<file path="src/rtl/atc_pkg.sv">
package atc_pkg;
    // register map, word addresses on the plain port
    localparam logic [3:0] ADDR_CTRL = 4'h0;
    localparam logic [3:0] ADDR_LEVEL = 4'h1;
    localparam logic [3:0] ADDR_VETO = 4'h2;
    localparam logic [3:0] ADDR_TIMEOUT = 4'h3;
    localparam logic [3:0] ADDR_RATE = 4'h4;
    localparam logic [3:0] ADDR_LED = 4'h5;
    localparam logic [3:0] ADDR_STATUS = 4'h6;
    localparam logic [3:0] ADDR_CMD = 4'h7;
    // control fields
    localparam int CTRL_SRC_LSB = 0;
    localparam int CTRL_CPL_LSB = 2;
    localparam int CTRL_NEG = 4;
    localparam int CTRL_WIN = 5;
    localparam int CTRL_WIN_ENTER = 6;
    localparam int CTRL_BUFFERED = 7;
    localparam int CTRL_TMO_EN = 8;
    localparam int CTRL_PREP_SEL = 9;
    localparam int CTRL_SINGLE = 10;
    localparam int CTRL_EXTFS_LSB = 11;
    localparam logic [31:0] CTRL_RESET = 32'h0000_0000;
    // command bits
    localparam int CMD_ARM = 0;
    localparam int CMD_FORCE = 1;
    localparam int CMD_READOUT_DONE = 2;
    localparam int CMD_DISARM = 3;
    // led override register
    localparam int LED_OVR = 0;
    localparam int LED_COLOR_LSB = 1;
    localparam logic [1:0] LED_OFF = 2'h0;
    localparam logic [1:0] LED_GREEN = 2'h1;
    localparam logic [1:0] LED_RED = 2'h2;
    // sources and couplings
    localparam logic [1:0] SRC_CH0 = 2'h0;
    localparam logic [1:0] SRC_CH1 = 2'h1;
    localparam logic [1:0] SRC_EXT = 2'h2;
    localparam logic [1:0] CPL_DC = 2'h0;
    localparam logic [1:0] CPL_AC = 2'h1;
    localparam logic [1:0] CPL_HFREJ = 2'h2;
    localparam logic [1:0] CPL_HF = 2'h3;
    // level limits, 8 bit signed codes; half full scale is +-128 codes
    localparam logic signed [7:0] LEVEL_MIN = 8'sh80;
    localparam logic signed [7:0] LEVEL_MAX = 8'sh7f;
    localparam logic [7:0] SAMPLE_MIN_CODE = 8'h80;
    localparam int HF_EDGE_COUNT = 4;
    // sampling rate table: mantissa index 0..4 and decade 2..9 (100 S/s..)
    localparam logic [2:0] RATE_MANT_MAX = 3'h4;
    localparam logic [3:0] RATE_DEC_MIN = 4'h2;
    localparam logic [3:0] RATE_DEC_MAX = 4'h9;
    // veto and timeout: 30 ns steps, up to 1 s
    localparam int VETO_STEP_NS = 30;
    localparam int VETO_MAX_NS = 1000000000;
    localparam int VETO_STEPS_MAX = VETO_MAX_NS / VETO_STEP_NS;
    localparam int CLK_PERIOD_NS = 20;
    // 30 ns at 20 ns clock: fractional, so ticks accumulate in ns
    localparam int ACQ_CYCLES_DEF = 64;
    typedef enum logic [2:0] {
        ATC_IDLE, ATC_READY, ATC_VETO, ATC_OPEN, ATC_ACQ, ATC_DONE
    } atc_state_e;
endpackage : atc_pkg

</file>
<file path="src/rtl/atc_trigger.sv">
// Implementation choices: the address-and-strobe port and the register addresses.
`timescale 1ns/1ps
module atc_trigger
    import atc_pkg::*;
#(
    parameter int ACQ_CYCLES = ACQ_CYCLES_DEF,
    parameter bit SINGLE_INPUT = 1'b0,
    parameter int RATE_DEC_TOP = 9
) (
    input wire logic i_clk,
    input wire logic i_reset,
    input wire logic [3:0] i_addr,
    input wire logic [31:0] i_wdata,
    input wire logic i_wr,
    input wire logic i_rd,
    output logic [31:0] o_rdata,
    input wire logic signed [7:0] i_ch0,
    input wire logic signed [7:0] i_ch1,
    input wire logic signed [7:0] i_ext,
    input wire logic i_prep_a,
    input wire logic i_prep_b,
    output logic o_trig_out,
    output logic o_acquisition_ready_out,
    output logic [1:0] o_led,
    output logic [7:0] o_sample,
    output logic o_sample_valid,
    output logic [2:0] o_rate_mant,
    output logic [3:0] o_rate_dec
);
    // all state in one record: one comb process builds the next
    // copy, one register stage loads it, so every output below
    // comes straight from a flip-flop
    typedef struct packed {
        atc_state_e state;
        logic [31:0] ctrl;
        logic signed [7:0] lvl_lo;
        logic signed [7:0] lvl_hi;
        logic [24:0] veto;
        logic [24:0] tmo;
        logic [2:0] rate_mant;
        logic [3:0] rate_dec;
        logic [2:0] led;
        logic [31:0] rdata;
        logic [1:0] pa_sync;
        logic [1:0] pb_sync;
        logic prep_prev;
        logic signed [7:0] prev;
        logic [1:0] hf_cnt;
        logic [31:0] ns_acc;
        logic [24:0] steps;
        logic [31:0] acq_cnt;
        logic artificial;
        logic trig_out;
        logic ready;
        logic [1:0] led_out;
        logic [7:0] sample;
        logic sample_valid;
        logic signed [7:0] auto_min;
        logic signed [7:0] auto_max;
    } atc_s;

    // registered state and the value the next edge loads
    atc_s r;
    atc_s next_r;

    // trigger path helpers, decoded from r and the inputs;
    // no extra pipeline, so a crossing costs one cycle only
    logic signed [7:0] src;
    logic signed [7:0] lvl;
    logic signed [8:0] mid;
    logic rise_cross;
    logic fall_cross;
    logic edge_hit;
    logic hw_trig;
    logic prep_pulse;
    logic [1:0] cpl;
    logic step_tick;

    // source mux and edge detection
    // the previous sample is registered, so a crossing needs two
    // samples on opposite sides of the level; landing exactly on
    // the level from below still counts as a rise
    // switching the source can itself look like a crossing, so
    // reconfigure only while the block is idle
    always_comb begin
        cpl = r.ctrl[CTRL_CPL_LSB +: 2];
        case (r.ctrl[CTRL_SRC_LSB +: 2])
            SRC_CH0: src = i_ch0;
            SRC_CH1: src = i_ch1;
            default: src = i_ext;
        endcase
        // auto level: midpoint of observed extremes
        mid = (9'(r.auto_min) + 9'(r.auto_max)) >>> 1;
        if (SINGLE_INPUT && cpl == CPL_AC) begin
            lvl = mid[7:0];
        end else begin
            lvl = r.lvl_lo;
        end
        rise_cross = (r.prev < lvl) && (src >= lvl);
        fall_cross = (r.prev >= lvl) && (src < lvl);
        // window: or of two edge detectors of opposite slope, one
        // per threshold; hf coupling blocks it even if a stale
        // control word still carries the window bit
        if (r.ctrl[CTRL_WIN] && cpl != CPL_HF) begin
            // exit: rise over hi or fall under lo; entry the opposite
            if (r.ctrl[CTRL_WIN_ENTER]) begin
                edge_hit = ((r.prev >= r.lvl_hi) && (src < r.lvl_hi))
                    || ((r.prev < r.lvl_lo) && (src >= r.lvl_lo));
            end else begin
                edge_hit = ((r.prev < r.lvl_hi) && (src >= r.lvl_hi))
                    || ((r.prev >= r.lvl_lo) && (src < r.lvl_lo));
            end
        end else if (r.ctrl[CTRL_NEG] && cpl != CPL_HF) begin
            edge_hit = fall_cross;
        end else begin
            edge_hit = rise_cross;
        end
        // hf mode divides rising crossings by four; the divider runs
        // free, so the first trigger after arming may come early
        if (cpl == CPL_HF) begin
            hw_trig = rise_cross
                && (r.hf_cnt == 2'(HF_EDGE_COUNT - 1));
        end else begin
            hw_trig = edge_hit;
        end
        // prepare edge seen only behind the two-stage synchroniser;
        // a pin switch can fake one edge, harmless outside ready
        // where prepare is ignored anyway
        prep_pulse = (r.ctrl[CTRL_PREP_SEL] ? r.pb_sync[1] : r.pa_sync[1])
            && !r.prep_prev;
        // 20 ns cannot hit 30 ns exactly: two ticks every three
        // cycles, so a step boundary jitters by one cycle
        step_tick = (r.ns_acc + 32'(CLK_PERIOD_NS)) >= 32'(VETO_STEP_NS);
    end

    // next-state logic for the whole block
    // defaults first: synchronisers and previous sample shift,
    // pulses drop after one cycle, read data goes back to zero,
    // everything else holds unless a branch below decides otherwise
    always_comb begin
        next_r = r;
        next_r.pa_sync = {r.pa_sync[0], i_prep_a};
        next_r.pb_sync = {r.pb_sync[0], i_prep_b};
        next_r.prep_prev = r.ctrl[CTRL_PREP_SEL] ? r.pb_sync[1]
            : r.pa_sync[1];
        next_r.prev = src;
        next_r.trig_out = 1'b0;
        next_r.sample_valid = 1'b0;
        next_r.rdata = 32'h0000_0000;
        // the divider counts even while idle
        if (cpl == CPL_HF && rise_cross) begin
            next_r.hf_cnt = r.hf_cnt + 2'h1;
        end
        // running extremes for the automatic level; a control write
        // restarts them so an old signal cannot bias the level
        if (src < r.auto_min) begin
            next_r.auto_min = src;
        end
        if (src > r.auto_max) begin
            next_r.auto_max = src;
        end
        // register writes
        // a write lands at the edge that samples the strobe; the
        // slave never stalls, so bad values are clipped or dropped
        if (i_wr) begin
            if (i_addr == ADDR_CTRL) begin
                next_r.ctrl = i_wdata;
                // hf coupling cannot keep slope or window bits
                if (i_wdata[CTRL_CPL_LSB +: 2] == CPL_HF) begin
                    next_r.ctrl[CTRL_NEG] = 1'b0;
                    next_r.ctrl[CTRL_WIN] = 1'b0;
                end
                // the unused source code falls back to external
                if (i_wdata[CTRL_SRC_LSB +: 2] == 2'h3) begin
                    next_r.ctrl[CTRL_SRC_LSB +: 2] = SRC_EXT;
                end
                next_r.auto_min = LEVEL_MAX;
                next_r.auto_max = LEVEL_MIN;
            end else if (i_addr == ADDR_LEVEL) begin
                // codes span midpoint +- half full scale, so any 8-bit
                // value is already in range for both source kinds
                next_r.lvl_lo = i_wdata[7:0];
                next_r.lvl_hi = i_wdata[15:8];
            end else if (i_addr == ADDR_VETO) begin
                next_r.veto = (i_wdata[24:0] > 25'(VETO_STEPS_MAX))
                    ? 25'(VETO_STEPS_MAX) : i_wdata[24:0];
            end else if (i_addr == ADDR_TIMEOUT) begin
                next_r.tmo = (i_wdata[24:0] > 25'(VETO_STEPS_MAX))
                    ? 25'(VETO_STEPS_MAX) : i_wdata[24:0];
            end else if (i_addr == ADDR_RATE) begin
                if (i_wdata[2:0] <= RATE_MANT_MAX
                    && i_wdata[7:4] >= RATE_DEC_MIN
                    && i_wdata[7:4] <= 4'(RATE_DEC_TOP)) begin
                    next_r.rate_mant = i_wdata[2:0];
                    next_r.rate_dec = i_wdata[7:4];
                end
            end else if (i_addr == ADDR_LED) begin
                next_r.led = i_wdata[2:0];
            end
        end
        // register reads, data in the following cycle
        // unmapped addresses and the command word read zero
        if (i_rd) begin
            if (i_addr == ADDR_CTRL) begin
                next_r.rdata = r.ctrl;
            end else if (i_addr == ADDR_LEVEL) begin
                next_r.rdata = {16'h0000, r.lvl_hi, r.lvl_lo};
            end else if (i_addr == ADDR_VETO) begin
                next_r.rdata = {7'h00, r.veto};
            end else if (i_addr == ADDR_TIMEOUT) begin
                next_r.rdata = {7'h00, r.tmo};
            end else if (i_addr == ADDR_RATE) begin
                next_r.rdata = {24'h000000, r.rate_dec, 1'b0, r.rate_mant};
            end else if (i_addr == ADDR_LED) begin
                next_r.rdata = {29'h0, r.led};
            end else if (i_addr == ADDR_STATUS) begin
                next_r.rdata = {25'h0, r.artificial, r.ready,
                    5'(r.state)} & 32'h0000_007f;
            end
        end
        // veto and timeout step counter, 30 ns units from 20 ns clock
        // one counter serves both phases and restarts at each phase
        // change, so a long veto cannot shorten the timeout
        if (r.state == ATC_VETO || r.state == ATC_OPEN) begin
            if (step_tick) begin
                next_r.ns_acc = r.ns_acc + 32'(CLK_PERIOD_NS)
                    - 32'(VETO_STEP_NS);
                next_r.steps = r.steps + 25'h1;
            end else begin
                next_r.ns_acc = r.ns_acc + 32'(CLK_PERIOD_NS);
            end
        end
        // acquisition sequencer
        // ready is a level from arming until any kind of trigger;
        // every path into acquisition clears it in that cycle
        case (r.state)
            // idle until software arms the block
            ATC_IDLE: begin
                next_r.ready = 1'b0;
                if (i_wr && i_addr == ADDR_CMD && i_wdata[CMD_ARM]) begin
                    next_r.state = ATC_READY;
                    next_r.ready = 1'b1;
                end
            end
            // non-buffered mode takes the first valid trigger
            ATC_READY: begin
                // buffered mode waits for prepare, itself only seen now
                if (r.ctrl[CTRL_BUFFERED] && prep_pulse) begin
                    next_r.state = ATC_VETO;
                    next_r.steps = 25'h0;
                    next_r.ns_acc = 32'h0;
                end else if (!r.ctrl[CTRL_BUFFERED] && hw_trig) begin
                    next_r.trig_out = 1'b1;
                    next_r.ready = 1'b0;
                    next_r.artificial = 1'b0;
                    next_r.acq_cnt = 32'h0;
                    next_r.state = ATC_ACQ;
                end
            end
            // the veto runs its full length whatever the source does
            ATC_VETO: begin
                // hw triggers simply fall through here
                if (r.steps >= r.veto) begin
                    next_r.state = ATC_OPEN;
                    next_r.steps = 25'h0;
                    next_r.ns_acc = 32'h0;
                end
            end
            // a real trigger wins over a timeout in the same cycle
            ATC_OPEN: begin
                if (hw_trig) begin
                    next_r.trig_out = 1'b1;
                    next_r.ready = 1'b0;
                    next_r.artificial = 1'b0;
                    next_r.acq_cnt = 32'h0;
                    next_r.state = ATC_ACQ;
                end else if (r.ctrl[CTRL_TMO_EN] && r.steps >= r.tmo) begin
                    next_r.ready = 1'b0;
                    next_r.artificial = 1'b1;
                    next_r.acq_cnt = 32'h0;
                    next_r.state = ATC_ACQ;
                end
            end
            // real and artificial bursts share this counter, so
            // both last exactly ACQ_CYCLES samples
            ATC_ACQ: begin
                next_r.ready = 1'b0;
                next_r.sample_valid = 1'b1;
                next_r.sample = r.artificial ? SAMPLE_MIN_CODE
                    : 8'(src);
                next_r.acq_cnt = r.acq_cnt + 32'h1;
                if (r.acq_cnt == 32'(ACQ_CYCLES - 1)) begin
                    next_r.state = ATC_DONE;
                end
            end
            // data waits here until software reports the readout
            ATC_DONE: begin
                if (i_wr && i_addr == ADDR_CMD
                    && i_wdata[CMD_READOUT_DONE]) begin
                    next_r.state = ATC_IDLE;
                end
            end
            default: next_r.state = ATC_IDLE;
        endcase
        // software force: no trigger output pulse
        // a force beats a hardware trigger in the same cycle, so a
        // forced acquisition never shows an output pulse
        if (i_wr && i_addr == ADDR_CMD && i_wdata[CMD_FORCE]
            && (r.state == ATC_READY || r.state == ATC_OPEN)) begin
            next_r.trig_out = 1'b0;
            next_r.ready = 1'b0;
            next_r.artificial = 1'b0;
            next_r.acq_cnt = 32'h0;
            next_r.state = ATC_ACQ;
        end
        // disarm has the last word over every other command
        if (i_wr && i_addr == ADDR_CMD && i_wdata[CMD_DISARM]) begin
            next_r.state = ATC_IDLE;
            next_r.ready = 1'b0;
            next_r.trig_out = 1'b0;
        end
        // indicator: default green/red, or software colour
        // decoded from the next state so colour moves with ready;
        // an override needs one extra cycle to appear
        if (r.led[LED_OVR]) begin
            next_r.led_out = r.led[LED_COLOR_LSB +: 2];
        end else if (next_r.state == ATC_DONE) begin
            next_r.led_out = LED_RED;
        end else if (next_r.state == ATC_READY || next_r.state == ATC_VETO
            || next_r.state == ATC_OPEN) begin
            next_r.led_out = LED_GREEN;
        end else begin
            next_r.led_out = LED_OFF;
        end
    end

    // state register
    // constants only on reset; rate decade and running extremes
    // start at values other than zero
    always_ff @(posedge i_clk) begin
        if (i_reset) begin
            r <= '0;
            r.state <= ATC_IDLE;
            r.ctrl <= CTRL_RESET;
            r.rate_dec <= RATE_DEC_MAX;
            r.auto_min <= LEVEL_MAX;
            r.auto_max <= LEVEL_MIN;
        end else begin
            r <= next_r;
        end
    end

    // outputs are plain wires from the registered record
    assign o_rdata = r.rdata;
    assign o_trig_out = r.trig_out;
    assign o_acquisition_ready_out = r.ready;
    assign o_led = r.led_out;
    assign o_sample = r.sample;
    assign o_sample_valid = r.sample_valid;
    assign o_rate_mant = r.rate_mant;
    assign o_rate_dec = r.rate_dec;
endmodule : atc_trigger

</file>
<file path="config.mk">
export PLATFORM = sky130hd
export DESIGN_NAME = atc_trigger
export DESIGN_NICKNAME = d
export VERILOG_FILES = /design/src/rtl/atc_pkg.sv /design/src/rtl/atc_trigger.sv
export SDC_FILE = /design/constraint.sdc
export NUM_CORES = 1
export LEC_CHECK = 0
export ABC_AREA = 1
export BUFFER_PORTS_ARGS = -buffer_cell sky130_fd_sc_hd__clkbuf_2
export CAP_MARGIN = 25
export CORE_UTILIZATION = 45
export CTS_CLUSTER_DIAMETER = 40
export DETAILED_ROUTE_END_ITERATION = 12
export GPL_ROUTABILITY_DRIVEN = 0
export PLACE_DENSITY = 0.67
export SLEW_MARGIN = 20
export SYNTH_ARGS = -nofsm -noshare
export SYNTH_HDL_FRONTEND = slang
export SYNTH_SLANG_ARGS = --single-unit
</file>
<file path="constraint.sdc">
create_clock -name i_clk -period 7.21 [get_ports i_clk]
set_input_delay 0.721 -clock i_clk [delete_from_list [all_inputs] [get_ports i_clk]]
set_output_delay 0.721 -clock i_clk [all_outputs]
set_load 0.02 [all_outputs]
</file>
# Yosys cells after proc, flatten, opt, wreduce, memory -nomap -nowiden
# Index checks and enable logic that the tools add are counted.
# W data, S select, Z words.
[classes]
add_sub_neg = 5
magnitude_cmp = 15
n_eq_ne = 26
n_mux = 49
n_bitwise = 6
n_reduce_logical = 46
[op_table]
columns = ["cell", "n"]
rows = [
  ["$mux W57", 3],
  ["$mux W25", 5],
  ["$pmux W57 S2", 1],
  ["$pmux W32 S3", 1],
  ["$mux W35", 2],
  ["$mux W33", 2],
  ["$mux W32", 2],
  ["$ge A25 B25 Y1", 2],
  ["$add A32 B1 Y32 const B", 1],
  ["$add A32 B5 Y32 const B", 1],
  ["$eq A32 B6 Y1 const B", 1],
  ["$ge A32 B5 Y1 const B", 1],
  ["$ge A8 B8 Y1", 4],
  ["$lt A8 B8 Y1", 4],
  ["$sub A32 B5 Y32 const B", 1],
  ["$mux W3", 10],
  ["$add A25 B1 Y25 const B", 1],
  ["$gt A25 B25 Y1 const B", 1],
  ["$logic_and A1 B1 Y1", 20],
  ["$pmux W3 S6", 1],
  ["$eq A4 B3 Y1 const B", 4],
  ["$mux W8", 2],
  ["$pmux W8 S2", 1],
  ["$reduce_and A4 Y1", 4],
  ["33 further kinds", 72],
]
[word_totals]
ff_bits = 261
input_bits = 66
out_inout_bits = 52
wordCells = 171

# Logic depth before layout (Yosys ltp)
[depth]
word_depth = 20
depth_mapped = 27

# Least setup slack after synthesis
# No wires, ideal clock.
[synth_timing]
kind = "input to register"
start = "in i_ext[1]"
end = "reg r[31] (netlist bit)"
setup_ps = 70
arrival_ps = 2975
required_ps = 7140
slack_ps = 4164
stages = 19
path_cell_list = "nor2_1 a21oi_1 and2_1 ha_1 inv_1 o21bai_1 nand2_1 nand2_1 nand2_1 nand3_1 nand2_1 o21ai_0 nor2_1 nand2_1 nand4_1 o211ai_1 clkbuf_1 nand2_1 a21oi_1"
[synth_rtl]
columns = ["item", "line_no", "source"]
rows = [
  ["start: declaration", "atc_trigger.sv:19", "input wire logic signed [7:0] i_ext,"],
  ["end signal: assignment", "atc_trigger.sv:349", "r <= next_r;"],
  ["end: declaration", "atc_trigger.sv:63", "atc_s r;"],
]

==> flow_summary.yaml <==
run_status:
  status: "completed"
clock_tree:
  clk_latency_ps: 580
  cts_max_path_buffers: 3
  cts_root_buffer: "clkbuf_16"
  h-tree-depth: 2
  cts_resized: 0
  path_clk_slew_ps: 60
  ctsHoldBuffers: 0
  cts_inserted_buffers: 43
  cts_num_sinks: 260
  cts_setup_buffers: 0
  cts_tree: "yes"
place:
  post_dp_cell_area_um2: 16300
  port_buffers: 117
  dp.cells: 2770
  place_ws_ps: 3650
  place.detailed.hpwl_mm: 33.5
timing:
  worst_pin_slew_ps: 911
  setup_viol: 0
  holdWs_ps: 334
  hold_viol: 0
  slew_viol_final: 0
  period_share_pct: 50.1
  rsz0062_at_grt: "false"
  fin_ws_ps: 3600
  clock_skew_ps: 27.9
  min_period_ps: 3610
  relSlewSlack_pct: 39.1
  clock.fmax_ghz: 0.277
  tns_ps: 0
floorplanning:
  rows: 68
  ioPinCount: 118
  fp.dieW_um: 189
  die_h_um: 189
  die_area_um2: 35800
  initial_utilization_pct: 45.7
  core_um2: 34500
drt:
  drt_iter0_markers: 1228
  wire_per_inst_um: 16.2
  drt-total-wl_mm: 46.0
  drt.antenna.violating_nets: 0
  dr.pass1.iters: 5
  num_vias: 15500
  drc_errors: 0
  via_per_inst: 5.45
finish:
  final_nets: 2516
  n_fill_cell: 3450
  design_area_um2: 17900
  drive_gt1_share_pct: 11.6
  syn2layout_area_growth_pct: 13.3
  antenna_cells: 0
  final_cells: 2851
  post-route-util_pct: 51.8
power:
  net-switching-power_mw: 0.992
  powerDensity_nw_per_um2: 215
  swShare_pct: 25.7
  ir_worst_vdd_v: 0.000186
  p_leak_nw: 7.72
  p_total_mw: 3.85
  seqPwrFrac_pct: 38.0
  p_clk_share_pct: 55.7
  power_frac_comb_pct: 6.3
  cellInternalPower_mw: 2.86
global_routing:
  grt_max_degree: 93
  grt_pass1_vias: 14600
  overflow: 0
  grtUsageTotal_pct: 25.6
  antenna_found_initial: 1
  grt_pass1_wl_mm: 74.2
worst_setup_path:
  r2r_end: "r[32]"
  r2r_cells: 20
  endpoint_kind: "flop"
  crit_path_start_kind: "flop"
  crit_type: "reg -> reg"
  rrSetupSlack_ps: 3600
  regToRegStartpoint: "r[243]"
  startpoint: "r[243]"
  crit_path_max_fanout: 32
  worstPathRequired_ps: 7710
  arrival_ps: 4110
logic_synthesis:
  synth_nets: 2466
  synth_edf_count: 0
  avgSynthCellArea_um2: 6.83
  synth.yosys.seq_area_share_pct: 33.0
  synthDistinctLibCells: 55
  synth_async_sr_flop_share_pct: 0
  ys_warn_count: 0
  synth_ff_type: "dfxtp_1"
  postSynthCellCount: 2312
  netlist_area_um2: 15800
  synth-seq-cells: 260
hold_path:
  min_delay_worst_endpoint: "next_r[133]"
  hold_path_startpoint: "i_prep_a"
  hold_class: "in -> reg"
  min_path_cells: 3
flow_run:
  drv_cap: 0
[flip-flops by register name, indices dropped and copies added, names as in the netlist]
name                     count
r                          196
o_rdata                     32
lvl                          8
o_sample                     8
o_rate_dec                   4
o_rate_mant                  3
cpl                          2
next_r                       2
o_led                        2
o_acquisition_ready_out      1
o_sample_valid               1
o_trig_out                   1
[kinds of logic after synthesis]
family | share of synthesized area (%)
compound gates | 16.6
xor+xnor | 3.10
simple gates | 28.5
mux | 0.0634
flops | 33.0
fa+ha+maj | 6.97
buf+inv | 11.8
[final cells by class]
class | instances | area [µm²] | area share, %
multi-input cells | 1618 | 8740 | 48.8
flip-flops and latches | 260 | 5200 | 29.1
inverters | 310 | 1170 | 6.52
clock buffers | 49 | 1150 | 6.42
repair buffers | 129 | 691 | 3.86
well taps | 455 | 569 | 3.18
clock inverters | 30 | 372 | 2.08
[layer usage]
metal	track usage, %	up-vias	share of wire (%)
met4	10.5	0	3.7
li1	-	7724	-
met1	31.5	7161	42
met5	0	-	0
met2	43.8	521	48
met3	4.73	123	6.4
[cells in the final DEF, fill, tap and decap left out, types with 6 or more instances in the layout]
cell type and count:
a21oi_1 245, nand3b_1 13, buf_4 10, o211ai_1 7, nor4_1 24, ha_1 88
nor2_4 12, nor2_1 203, nand3_1 106, xnor2_1 8, nor3_1 58, xor2_1 36
or2_2 24, and2_1 8, clkbuf_2 117, a221oi_1 11, inv_1 300, o21ai_1 15
inv_6 10, clkbuf_16 43, o22ai_1 16, nand4_1 63, dfxtp_1 260, nand2_1 454
o21ai_0 158, inv_2 6
[power by group through the flow]
| stage | registers, mW | clock network (mW) | logic, mW |
|---|---|---|---|
| floorplan | 1.49 | 0 | 0.156 |
| global placement | 1.50 | 0 | 0.231 |
| detailed placement | 1.50 | 0 | 0.237 |
| CTS | 1.47 | 2.18 | 0.238 |
| global route | 1.47 | 2.25 | 0.271 |
| finish | 1.47 | 2.14 | 0.243 |
[critical path, cell delays in order (launching register included)]
cell	delay (ps)
dfxtp_1	390
clkinv_1	290
nor2_1	200
a21oi_1	60
and2_1	200
ha_1	280
inv_1	50
o21bai_1	110
nand2_1	60
nand2_1	50
nand2_1	60
nand3_1	80
nand2_1	70
o21ai_0	310
nor2_1	130
nand2_1	130
nand4_1	220
o211ai_1	170
buf_4	350
nand2_1	130
a21oi_1	180
[worst max-delay path by stage]
stage / slack (ps) / cells past startpoint / endpoint
floorplan: 4160 / 19 / r[31]
global placement: 3750 / 18 / r[30]
detailed placement: 3650 / 20 / r[58]
CTS: 3620 / 20 / r[32]
global route: 3040 / 18 / r[32]
finish: 3600 / 20 / r[32]
[synthesized netlist by cell type (8+ instances only)]
master | count | area (µm²)
xnor2_1 | 8 | 70.1
nand3_1 | 106 | 531
nand2_1 | 454 | 1700
ha_1 | 88 | 1100
xor2_1 | 36 | 315
o21ai_1 | 15 | 75.1
inv_1 | 301 | 1130
nand3b_1 | 13 | 97.6
nor4_1 | 24 | 150
and2_1 | 8 | 50.1
nor2_4 | 11 | 124
a21oi_1 | 245 | 1230
dfxtp_1 | 260 | 5200
nand4_1 | 63 | 394
clkbuf_1 | 62 | 233
o22ai_1 | 16 | 100
buf_4 | 49 | 368
nor3_1 | 59 | 295
or2_2 | 24 | 150
a221oi_1 | 11 | 96.3
o21ai_0 | 158 | 791
nor2_1 | 207 | 777
(Power assumes the default switching activity.)
